<file path="src/design/cdsc_pkg.sv">
// Constants, types and decoding shared by the serial control block.
`default_nettype none
package cdsc_pkg;
	localparam int WORD_BITS = 16;
	localparam logic [4:0] WORD_LAST_BIT = 5'h0F;
	localparam logic [4:0] WORD_BIT_COUNT = 5'h10;

	localparam int ADDR_MSB = 15;
	localparam int ADDR_LSB = 13;
	localparam int RW_BIT = 12;
	localparam int ZERO_HI_BIT = 11;
	localparam int RANGE_MSB = 10;
	localparam int RANGE_LSB = 7;
	localparam int CLEAR_LEVEL_SELECT_BIT = 6;
	localparam int OUTPUT_ENABLE_BIT_BIT = 5;
	localparam int CLEAR_BIT = 4;
	localparam int SENSE_RESISTOR_SELECT_BIT = 3;
	localparam int RESET_BIT = 2;

	localparam logic [15:0] CTRL_WRITABLE_MASK = 16'h07F8;
	localparam logic [15:0] CTRL_RESET_VALUE = 16'h0000;

	localparam int REG_ADDR_BITS = 8;
	localparam logic [7:0] REG_CONTROL_OFS = 8'h00;
	localparam logic [7:0] REG_STATUS_OFS = 8'h04;
	localparam logic [7:0] REG_COUNT_OFS = 8'h08;

	localparam logic [4:0] RANGE_CODE_4_20 = 5'h00;
	localparam logic [4:0] RANGE_CODE_0_24 = 5'h02;

	localparam logic [1:0] STRAP_SETTLE_CYCLES = 2'h2;
	// Link flops reset to the idle levels of clock and select, so no false edge follows reset.
	localparam logic [2:0] RX_SYNC_RESET = 3'h5;
	localparam logic [11:0] PIN_SYNC_RESET = 12'h000;

	typedef enum logic [1:0] {
		RNG_4_20   = 2'b00,
		RNG_0_24   = 2'b01,
		RNG_UNUSED = 2'b10
	} cdsc_range_e;

	typedef enum logic [1:0] {
		MODE_STARTUP  = 2'b00,
		MODE_SOFTWARE = 2'b01,
		MODE_HARDWARE = 2'b10
	} cdsc_mode_e;

	function automatic cdsc_range_e cdscDecodeRange(input logic sense_resistor_select, input logic [3:0] code);
		logic [4:0] full;
		full = {sense_resistor_select, code};
		if (full == RANGE_CODE_4_20) begin
			return RNG_4_20;
		end else if (full == RANGE_CODE_0_24) begin
			return RNG_0_24;
		end
		return RNG_UNUSED;
	endfunction
endpackage
`default_nettype wire

</file>
<file path="src/design/cdsc_frame_if.sv">
// Received serial words passed from the frame receiver to the control logic.
`default_nettype none
interface cdsc_frame_if;
	logic        wordValid;
	logic [15:0] word;
	logic        frameActive;

	modport rx (
		output wordValid,
		output word,
		output frameActive
	);
	modport ctl (
		input wordValid,
		input word,
		input frameActive
	);
endinterface
`default_nettype wire

</file>
<file path="src/design/cdsc_serial_rx.sv">
// Serial frame receiver: synchronises the link pins and assembles 16-bit words.
`default_nettype none
module cdsc_serial_rx
	import cdsc_pkg::*;
(
	input  wire logic   clk,
	input  wire logic   reset,
	input  wire logic   serialClk,
	input  wire logic   serialData,
	input  wire logic   frameSelectN,
	cdsc_frame_if.rx    frame
);
	logic [2:0]  syncA_q;
	logic [2:0]  syncB_q;
	logic        sclkPrev_q;
	logic [4:0]  bitCount_q;
	logic [15:0] shift_q;
	logic [15:0] word_q;
	logic        wordValid_q;

	wire logic        sclkS    = syncB_q[2];
	wire logic        dataS    = syncB_q[1];
	wire logic        selected = ~syncB_q[0];
	wire logic        sclkFall = sclkPrev_q & ~sclkS;
	wire logic        takeBit  = selected & sclkFall & (bitCount_q < WORD_BIT_COUNT);
	wire logic [15:0] shiftNext = {shift_q[14:0], dataS};

	always_ff @(posedge clk) begin
		if (reset) begin
			syncA_q    <= RX_SYNC_RESET;
			syncB_q    <= RX_SYNC_RESET;
			sclkPrev_q <= 1'b1;
		end else begin
			syncA_q    <= {serialClk, serialData, frameSelectN};
			syncB_q    <= syncA_q;
			sclkPrev_q <= sclkS;
		end
	end

	// Bits beyond the sixteenth are dropped until the select is released.
	always_ff @(posedge clk) begin
		if (reset || !selected) begin
			bitCount_q  <= 5'h00;
			shift_q     <= 16'h0000;
			wordValid_q <= 1'b0;
		end else begin
			wordValid_q <= takeBit && (bitCount_q == WORD_LAST_BIT);
			if (takeBit) begin
				shift_q    <= shiftNext;
				bitCount_q <= bitCount_q + 5'h01;
			end
		end
	end

	always_ff @(posedge clk) begin
		if (reset) begin
			word_q <= 16'h0000;
		end else if (takeBit && (bitCount_q == WORD_LAST_BIT)) begin
			word_q <= shiftNext;
		end
	end

	assign frame.wordValid   = wordValid_q;
	assign frame.word        = word_q;
	assign frame.frameActive = selected;
endmodule
`default_nettype wire

</file>
<file path="src/design/cdsc_top.sv">
// Serial control and mode logic of a single-channel current-output driver.
`default_nettype none
module cdsc_top
	import cdsc_pkg::*;
#(
	parameter int COUNT_WIDTH = 8
) (
	input  wire logic        clk,
	input  wire logic        reset,
	input  wire logic        serialClk,
	input  wire logic        serialData,
	input  wire logic        frameSelectN,
	input  wire logic        controlModeSelect,
	input  wire logic        resetPinN,
	input  wire logic        clearPin,
	input  wire logic        clearLevelPin,
	input  wire logic        outputEnablePin,
	input  wire logic [3:0]  rangePins,
	input  wire logic [2:0]  boardAddressPins,
	input  wire logic [7:0]  regAddr,
	input  wire logic [31:0] regWrData,
	input  wire logic        regWrite,
	input  wire logic        regRead,
	output logic [31:0]      regRdData,
	output logic             outputDriveEn,
	output logic             outputTristate,
	output logic             clearForce,
	output logic             clearLevel,
	output logic [1:0]       rangeSelect,
	output logic [3:0]       rangeCode,
	output logic             senseResistorSel,
	output logic             softwareMode
);
	cdsc_frame_if frame ();

	cdsc_serial_rx u_rx (
		.clk          (clk),
		.reset        (reset),
		.serialClk    (serialClk),
		.serialData   (serialData),
		.frameSelectN (frameSelectN),
		.frame        (frame)
	);

	logic [11:0]            pinA_q;
	logic [11:0]            pinB_q;
	cdsc_mode_e             mode_q;
	cdsc_mode_e             mode_d;
	logic [1:0]             settle_q;
	logic [15:0]            ctrl_q;
	logic [15:0]            ctrl_d;
	logic [COUNT_WIDTH-1:0] acceptCount_q;
	logic [COUNT_WIDTH-1:0] rejectCount_q;
	logic [31:0]            rdData_q;
	logic                   driveEn_q;
	logic                   clear_q;
	logic                   clearLevel_q;
	cdsc_range_e            range_q;
	logic [3:0]             rangeCode_q;
	logic                   sense_q;

	// Every strap and control pin crosses two flip-flops before use.
	wire logic       modePinS      = pinB_q[11];
	wire logic       resetPinNS    = pinB_q[10];
	wire logic       clearPinS     = pinB_q[9];
	wire logic       clearLevelS   = pinB_q[8];
	wire logic       enablePinS    = pinB_q[7];
	wire logic [3:0] rangePinsS    = pinB_q[6:3];
	wire logic [2:0] boardAddrS    = pinB_q[2:0];

	wire logic swMode = (mode_q == MODE_SOFTWARE);
	wire logic hwMode = (mode_q == MODE_HARDWARE);

	wire logic        swReset     = swMode & ~resetPinNS;
	wire logic        addrMatch   = (frame.word[ADDR_MSB:ADDR_LSB] == boardAddrS);
	wire logic        frameIsRead = frame.word[RW_BIT];
	wire logic        frameAccept = swMode & frame.wordValid & addrMatch & ~frameIsRead;
	wire logic        frameReject = swMode & frame.wordValid & ~frameAccept;
	wire logic        ctrlSel     = (regAddr == REG_CONTROL_OFS);
	wire logic        statusSel   = (regAddr == REG_STATUS_OFS);
	wire logic        countSel    = (regAddr == REG_COUNT_OFS);
	wire logic        localWrite  = swMode & regWrite & ctrlSel;
	wire logic [15:0] newWord     = localWrite ? regWrData[15:0] : frame.word;
	wire logic        load        = localWrite | frameAccept;
	wire logic        resetCmd    = load & newWord[RESET_BIT];

	wire cdsc_range_e swRange = cdscDecodeRange(ctrl_q[SENSE_RESISTOR_SELECT_BIT], ctrl_q[RANGE_MSB:RANGE_LSB]);
	wire cdsc_range_e hwRange = cdscDecodeRange(1'b0, rangePinsS);

	always_ff @(posedge clk) begin
		if (reset) begin
			pinA_q <= PIN_SYNC_RESET;
			pinB_q <= PIN_SYNC_RESET;
		end else begin
			pinA_q <= {controlModeSelect, resetPinN, clearPin, clearLevelPin,
				outputEnablePin, rangePins, boardAddressPins};
			pinB_q <= pinA_q;
		end
	end

	// The strap is read only once the synchroniser holds a real pin level.
	always_comb begin
		mode_d = mode_q;
		unique case (mode_q)
			MODE_STARTUP: begin
				if (settle_q == STRAP_SETTLE_CYCLES) begin
					mode_d = modePinS ? MODE_HARDWARE : MODE_SOFTWARE;
				end
			end
			MODE_SOFTWARE: mode_d = MODE_SOFTWARE;
			MODE_HARDWARE: mode_d = MODE_HARDWARE;
			default:       mode_d = MODE_STARTUP;
		endcase
	end

	always_ff @(posedge clk) begin
		if (reset) begin
			mode_q   <= MODE_STARTUP;
			settle_q <= 2'h0;
		end else begin
			mode_q <= mode_d;
			if (settle_q != STRAP_SETTLE_CYCLES) begin
				settle_q <= settle_q + 2'h1;
			end
		end
	end

	// A reset command clears the whole image, reset bit included, so it reads back zero.
	always_comb begin
		ctrl_d = ctrl_q;
		if (swReset || resetCmd) begin
			ctrl_d = CTRL_RESET_VALUE;
		end else if (load) begin
			ctrl_d = newWord & CTRL_WRITABLE_MASK;
		end
	end

	always_ff @(posedge clk) begin
		if (reset) begin
			ctrl_q <= CTRL_RESET_VALUE;
		end else begin
			ctrl_q <= ctrl_d;
		end
	end

	always_ff @(posedge clk) begin
		if (reset) begin
			acceptCount_q <= '0;
			rejectCount_q <= '0;
		end else begin
			if (frameAccept) begin
				acceptCount_q <= acceptCount_q + 1'b1;
			end
			if (frameReject) begin
				rejectCount_q <= rejectCount_q + 1'b1;
			end
		end
	end

	// Output stage: software mode follows the control image and the clear pin, hardware mode the pins with sense held low.
	always_ff @(posedge clk) begin
		if (reset || mode_q == MODE_STARTUP) begin
			driveEn_q    <= 1'b0;
			clear_q      <= 1'b0;
			clearLevel_q <= 1'b0;
			range_q      <= RNG_4_20;
			rangeCode_q  <= 4'h0;
			sense_q      <= 1'b0;
		end else if (swMode) begin
			driveEn_q    <= ctrl_q[OUTPUT_ENABLE_BIT_BIT];
			clear_q      <= ctrl_q[OUTPUT_ENABLE_BIT_BIT] & (clearPinS | ctrl_q[CLEAR_BIT]);
			clearLevel_q <= ctrl_q[CLEAR_LEVEL_SELECT_BIT];
			range_q      <= swRange;
			rangeCode_q  <= ctrl_q[RANGE_MSB:RANGE_LSB];
			sense_q      <= ctrl_q[SENSE_RESISTOR_SELECT_BIT];
		end else begin
			driveEn_q    <= enablePinS;
			clear_q      <= enablePinS & clearPinS;
			clearLevel_q <= clearLevelS;
			range_q      <= hwRange;
			rangeCode_q  <= rangePinsS;
			sense_q      <= 1'b0;
		end
	end

	wire logic [31:0] statusWord = {20'h00000, rangeCode_q, range_q, clearPinS, ~resetPinNS,
		driveEn_q, frame.frameActive, hwMode, swMode};
	wire logic [31:0] countWord = {{(32 - 2 * COUNT_WIDTH){1'b0}}, rejectCount_q, acceptCount_q};
	wire logic [31:0] readMux = ctrlSel ? {16'h0000, ctrl_q} :
		statusSel ? statusWord :
		countSel ? countWord : 32'h00000000;

	always_ff @(posedge clk) begin
		if (reset) begin
			rdData_q <= 32'h00000000;
		end else if (regRead) begin
			rdData_q <= readMux;
		end else begin
			rdData_q <= 32'h00000000;
		end
	end

	assign regRdData        = rdData_q;
	assign outputDriveEn    = driveEn_q;
	assign outputTristate   = ~driveEn_q;
	assign clearForce       = clear_q;
	assign clearLevel       = clearLevel_q;
	assign rangeSelect      = range_q;
	assign rangeCode        = rangeCode_q;
	assign senseResistorSel = sense_q;
	assign softwareMode     = swMode;
endmodule
`default_nettype wire

</file>
<file path="config.mk">
export PLATFORM = sky130hd
export DESIGN_NAME = cdsc_top
export DESIGN_NICKNAME = d
export VERILOG_FILES = /design/src/design/cdsc_pkg.sv /design/src/design/cdsc_frame_if.sv /design/src/design/cdsc_serial_rx.sv /design/src/design/cdsc_top.sv
export SDC_FILE = /design/constraint.sdc
export NUM_CORES = 1
export LEC_CHECK = 0
export ABC_AREA = 1
export BUFFER_PORTS_ARGS = -buffer_cell sky130_fd_sc_hd__buf_2
export CORE_ASPECT_RATIO = 1.75
export CORE_UTILIZATION = 56
export CTS_CLUSTER_SIZE = 8
export DETAILED_ROUTE_END_ITERATION = 16
export GPL_TIMING_DRIVEN = 0
export PLACE_DENSITY = 0.82
export SLEW_MARGIN = 20
export SYNTH_ARGS = -nofsm -noshare
export SYNTH_HDL_FRONTEND = slang
export SYNTH_SLANG_ARGS = --single-unit
export TNS_END_PERCENT = 100
</file>
<file path="constraint.sdc">
create_clock -name clk -period 4.2 [get_ports clk]
set_clock_uncertainty 0.2 [all_clocks]
set_input_delay 0.42 -clock clk [delete_from_list [all_inputs] [get_ports clk]]
set_output_delay 0.42 -clock clk [all_outputs]
set_load 0.005 [all_outputs]
</file>
==> results of run 1 <==
==> cell families after synthesis <==
family          Yosys count  synth area share, %
flops                   119                 50.2
fa+ha+maj                 5                 1.32
compound gates           87                 9.67
other cells               1               0.0790
simple gates            286                 25.6
xor+xnor                 11                 2.03
buf+inv                 116                 11.1
==> placed cells by master (no fill, tap or decap), types with 2 or more instances in the layout <==
master,instances
nand2_1,139
buf_2,70
buf_4,16
nand3_1,44
clkinv_2,3
nand2_2,4
clkbuf_8,4
ha_1,5
xnor2_1,4
o21ai_0,22
xor2_1,7
or2_2,5
nor2_4,3
inv_1,73
a31oi_1,8
nand2_4,3
nor3_1,7
o22ai_1,2
nor2_1,78
conb_1,16
dfxtp_1,119
dlygate4sd3_1,3
clkbuf_16,17
clkbuf_1,15
a21oi_1,47
inv_2,3
o21ai_1,4
buf_6,3
==> state kept, by name, summed over array words and instances (netlist names), 2 cells and up <==
register / count
regRdData: 16
u_rx.shift_q: 15
u_rx.frame.word: 13
pinA_q: 12
pinB_q: 12
acceptCount_q: 8
ctrl_q: 8
rejectCount_q: 8
u_rx.bitCount_q: 5
rangeCode: 4
u_rx.syncA_q: 3
u_rx.syncB_q: 3
mode_q: 2
rangeSelect: 2
settle_q: 2
==> area by class of cell <==
class                           instances  area [um2]  area share [%]
Sequential cell                       119        2380            41.0
Tap cell                               92         115            1.98
Timing Repair Buffer                   66         345            5.95
Clock buffer                           25         495            8.53
Inverter                               78         295            5.09
Buffer                                 38         234            4.03
Multi-Input combinational cell        405        1890            32.6
Clock inverter                          4        45.0           0.776
==> per-stage QoR <==
step,setup slack [ns],hold slack [ns],area [um2],cells
CTS,2.12,0.00170,5810,827
global route,2.03,0.0234,5810,827
finish,2.09,0.00449,5810,827
floorplan,2.54,0.188,4810,640
global placement,2.22,0.191,5240,795
detailed placement,2.19,0.197,5240,795
==> worst register-to-register path, cell delays in order (launching register included) <==
cell and delay [ns]:
dfxtp_1 0.35, ha_1 0.18, inv_1 0.06, nor3_1 0.18, ha_1 0.21, clkbuf_1 0.35
nand3_1 0.13, a21oi_1 0.17
==> per-layer routing <==
layer / global-route usage, % / wire length, um / vias up
met4: 21.3 / 735 / 0
met5: 0 / 0 / -
li1: - / - / 2119
met3: 9.71 / 627 / 50
met1: 24.2 / 3770 / 1915
met2: 49.1 / 5940 / 134
==> power by group <==
group | switching (mW) | total (mW) | internal (mW)
Combinational | 0.109 | 0.174 | 0.0648
Sequential | 0.0152 | 1.17 | 1.16
Clock | 0.461 | 1.32 | 0.860
==> timing repair <==
item,CTS,global route
hold buffers,3,0
endpoints found under the hold margin,3,0
setup buffers,0,0
==> worst max-delay path by stage <==
| stage | depth (start not counted) | from | end |
|---|---|---|---|
| 2_1_floorplan | 11 | regAddr[1] | ctrl_q[10] |
| 3_3_place_gp | 6 | reset | u_rx.shift_q[13] |
| 3_5_place_dp | 6 | reset | u_rx.shift_q[12] |
| 4_1_cts | 4 | mode_q[0] | softwareMode |
| 5_1_grt | 4 | mode_q[0] | softwareMode |
| 6_report | 4 | mode_q[0] | softwareMode |
==> flow_metrics.py, run 1 <==
metrics = {
    "yosys": {
        "synth_cell_type_count": 34,
        "syn_avg_cell_area_um2": 7.60,
        "synthTopCellsByArea": "dfxtp_1 50%, nand2_1 11%, nor2_1 6.2%",
        "synth_edf_count": 0,
        "synth_commonest_cells": "139 x nand2_1, 119 x dfxtp_1, 78 x nor2_1",
        "synth_area_mm2": 0.00475,
        "ys.warnings.count": 0,
        "ys.flop_type": "dfxtp_1",
        "ys_ff_latch": 119,
        "ys_seq_area_share_pct": 50.2,
        "yosysMostFrequentCell": "nand2_1",
        "ys_async_sr_fraction_pct": 0,
        "yosys.area.top_type": "dfxtp_1",
        "synthCells": 625,
        "yosysTopAreaCellShare_pct": 50.2,
    },
    "grt": {
        "grt_antenna_before_repair": 0,
        "grt_pass1_vias": 4063,
        "overflow": 0,
        "grt_pass1_wl_mm": 18.1,
        "grt_max_degree": 17,
        "grt_usage_pct": 27.3,
    },
    "sta": {
        "worst_pin_slew_ns": 0.545,
        "period_needed_ns": 2.11,
        "setup_tns_ns": 0,
        "fmax_mhz": 474,
        "finalMaxSlewViolations": 0,
        "rsz0062_at_grt": "false",
        "relSlewSlack_pct": 63.7,
        "setup_viol": 0,
        "min_period_over_period_pct": 50.2,
        "hold_viol": 0,
    },
    "critical_path": {
        "worst_path_largest_cell_delay_ns": 0.41,
        "worstReg2RegStart": "u_rx.bitCount_q[1]",
        "cp_cell_sequence": "nand2_4, inv_2, buf_2, buf_2",
        "cp.arrival_ns": 1.49,
        "end_kind": "primary output",
        "r2r_end": "u_rx.frame.word[4]",
        "cp_common_cell": "buf_2",
        "critPathSlowestCell": "dfxtp_1",
        "reg2regPathDepth": 7,
        "critPathKind": "register to primary output",
        "crit_required_ns": 3.58,
        "critPathTopFamily": "buffers and inverters",
        "r2r_slack_ns": 2.28,
        "path_max_fanout": 10,
        "worst-path-buf-inv": 3,
        "cp-start-kind": "register",
    },
    "finish": {
        "n_fill_cell": 652,
        "area_growth_pct": 22.3,
        "fin_nets": 789,
        "fin_util_pct": 70.3,
        "diodes": 0,
        "drive_gt1_share_pct": 18.5,
    },
    "route": {
        "routed_wl_mm": 11.1,
        "drc": 0,
        "wl_per_cell_um": 13.4,
        "first_iter_violations": 220,
        "final_antenna_net_count": 0,
        "dr.pass1.iters": 4,
        "viasPerCell": 5.10,
        "vias": 4218,
    },
    "floorplan": {
        "rows": 44,
        "fp.dieH_um": 124,
        "initial_utilization_pct": 57.5,
        "core_area_mm2": 0.00826,
        "die_x_um": 71.6,
        "io_pins": 103,
        "dieArea_mm2": 0.00887,
    },
    "hold_path": {
        "holdCritPathClass": "primary input to register",
        "min_from": "outputEnablePin",
        "hold_depth": 3,
        "min_to": "pinA_q[7]",
    },
    "job": {
        "cap_violations": 0,
    },
    "pwr": {
        "max-vdd-ir-drop_uv": 306,
        "p_leak_nw": 2.64,
        "power_mw": 2.67,
        "power_density_mw_per_mm2": 460,
    },
    "status": {
        "status": "finished clean",
    },
    "place": {
        "place.gp.congestion": 0.938,
        "portBuffers": 63,
        "dp_hpwl_mm": 7.86,
    },
    "clock_network": {
        "cts-root-buf": "clkbuf_16",
        "clkTransAtPathRegs_ns": 0.05,
        "cts_sinks": 119,
        "ctsResizeCount": 0,
        "clk_latency_ns": 0.42,
        "cts_buffer_depth": 2,
        "cts_tree": "built",
        "numCtsBuffers": 17,
        "htree_levels": 4,
    },
}
Power figures use the tool's default switching activity.
==> inputs of run 2 (changes only) <==
- CORE_UTILIZATION: 56 -> 54
- PLACE_DENSITY: 0.82 -> 0.79
- clock period: 4.2 -> 2 ns (I/O delays scaled with it)
==> run 2 against run 1 <==
Worst hold slack improved by 0.0059 ns; sequential power increased by 110%; clock power increased by 100%; die area increased by 3.6%; first-iteration DRC count increased by 12%; largest cell class unchanged; sequential share of layout area decreased by 0.99 points; core utilization increased by 0.33 points; global-route usage decreased by 0.66 points; critical path depth unchanged; wire length about the same; via count increased by 0.97%.
==> flow_metrics.py, run 2 (synthesis results as in run 1) <==
metrics = {
    "finish": {
        "largest_reg_flops": 16,
        "seqCellArea_mm2": 0.00238,
        "multi_input_area_mm2": 0.00190,
        "n_fill_cell": 706,
        "area_growth_pct": 25.3,
        "fin_nets": 802,
        "fin_util_pct": 70.6,
        "fin_area_mm2": 0.00595,
        "layout_commonest_cell": "nand2_1",
        "drive_gt1_share_pct": 18.6,
        "layout_common_cells": "138 x nand2_1, 119 x dfxtp_1, 78 x nor2_1, 73 x inv_1, 70 x buf_2",
        "diodes": 0,
    },
    "pwr": {
        "p_leak_nw": 2.69,
        "seq_power_share_pct": 44.9,
        "swShare_pct": 22.2,
        "p_comb_share_pct": 7.0,
        "clockPowerShare_pct": 48.1,
        "power.switching_mw": 1.22,
        "intPower_mw": 4.27,
        "max-vdd-ir-drop_uv": 725,
        "power_density_mw_per_mm2": 923,
    },
    "place": {
        "dp_hpwl_mm": 7.87,
        "portBuffers": 63,
        "place_area_mm2": 0.00527,
        "place.gp.congestion": 0.917,
        "place_ws_ns": 0.120,
    },
    "grt": {
        "grt_pass1_vias": 4098,
        "grt_pass1_wl_mm": 18.4,
        "grt_max_degree": 17,
        "grt_usage_pct": 26.6,
        "overflow": 0,
        "grt_antenna_before_repair": 0,
    },
    "clock_network": {
        "cts_sinks": 119,
        "clkTransAtPathRegs_ns": 0.05,
        "htree_levels": 4,
        "numCtsBuffers": 17,
        "post_cts_buffers": 0,
        "cts-root-buf": "clkbuf_16",
        "clk_latency_ns": 0.41,
        "cts_buffer_depth": 2,
        "cts_tree": "built",
    },
    "route": {
        "first_iter_violations": 247,
        "final_antenna_net_count": 0,
        "wl_per_cell_um": 12.8,
        "routed_wl_mm": 11.1,
        "vias": 4259,
        "viasPerCell": 4.93,
        "dr.pass1.iters": 5,
        "drc": 0,
    },
    "sta": {
        "rsz0062_at_grt": "false",
        "worst_slack_ns": 0.157,
        "finalMaxSlewViolations": 0,
        "min_period_over_period_pct": 92.1,
        "setup_tns_ns": 0,
        "worst_pin_slew_ns": 0.617,
        "setup_viol": 0,
        "relSlewSlack_pct": 58.8,
        "period_needed_ns": 1.84,
        "hold_slack_ns": 0.0104,
        "fmax_mhz": 543,
        "hold_viol": 0,
    },
    "floorplan": {
        "io_pins": 103,
        "die_x_um": 72.9,
        "initial_utilization_pct": 56.4,
        "dieArea_mm2": 0.00919,
        "core_area_mm2": 0.00842,
        "fp.dieH_um": 126,
        "rows": 44,
    },
    "critical_path": {
        "path_max_fanout": 10,
        "critPathKind": "register to primary output",
        "cp.arrival_ns": 1.44,
        "crit_required_ns": 1.60,
        "cp-start-kind": "register",
        "end_kind": "primary output",
    },
    "job": {
        "cap_violations": 0,
    },
    "status": {
        "status": "finished clean",
    },
    "hold_path": {
        "holdCritPathClass": "primary input to register",
    },
}
run 2: power groups by stage:
stage                     sequential [mW]  combinational (mW)  clock (mW)
after floorplan                      2.50               0.235           0
after global placement               2.51               0.331           0
after detailed placement             2.51               0.343           0
after CTS                            2.47               0.381        2.67
after global routing                 2.47               0.426        2.79
final                                2.47               0.385        2.64
run 2: final timing paths:
path                       from                  to  slack, ns  cells after the start
max                   mode_q[0]        softwareMode       0.16                      4
max reg2reg  u_rx.bitCount_q[1]  u_rx.frame.word[9]       0.18                      7
min reg2reg           pinA_q[1]           pinB_q[1]       0.20                      2
min                regWrData[3]           ctrl_q[3]       0.01                      7
run 2: cell type report:
type | instances | share of cell area [%]
inverter | 78 | 4.96
multi-input combinational | 405 | 31.9
clock buffer | 26 | 8.39
tap | 115 | 2.42
buffer | 38 | 3.95
timing repair buffer | 79 | 7.99
clock inverter | 4 | 0.336
sequential | 119 | 40.0
run 2: per-stage QoR:
step	instances	total power [mW]
floorplan	640	2.74
global placement	818	2.84
detailed placement	818	2.86
CTS	864	5.51
global route	864	5.69
finish	864	5.49
run 2: timing repair:
action / in CTS / in global routing
gates resized for setup: 0 / 4
endpoints found under the hold margin: 16 / 0
hold buffers: 16 / 0
endpoints found under the setup margin: 0 / 12
run 2: worst max-delay path: stages (launching register included):
cell	delay (ns)
dfxtp_1	0.42
nand2_4	0.13
inv_2	0.12
buf_2	0.22
buf_2	0.14
run 2: metal layers:
metal / track usage, % / vias up / routed length, um / share of wire (%)
met5: 0 / - / 0 / 0
met1: 24.8 / 1935 / 4070 / 37
li1: - / 2157 / - / -
met2: 49.6 / 139 / 6140 / 55
met4: 14.3 / 0 / 404 / 3.6
met3: 8.08 / 28 / 467 / 4.2
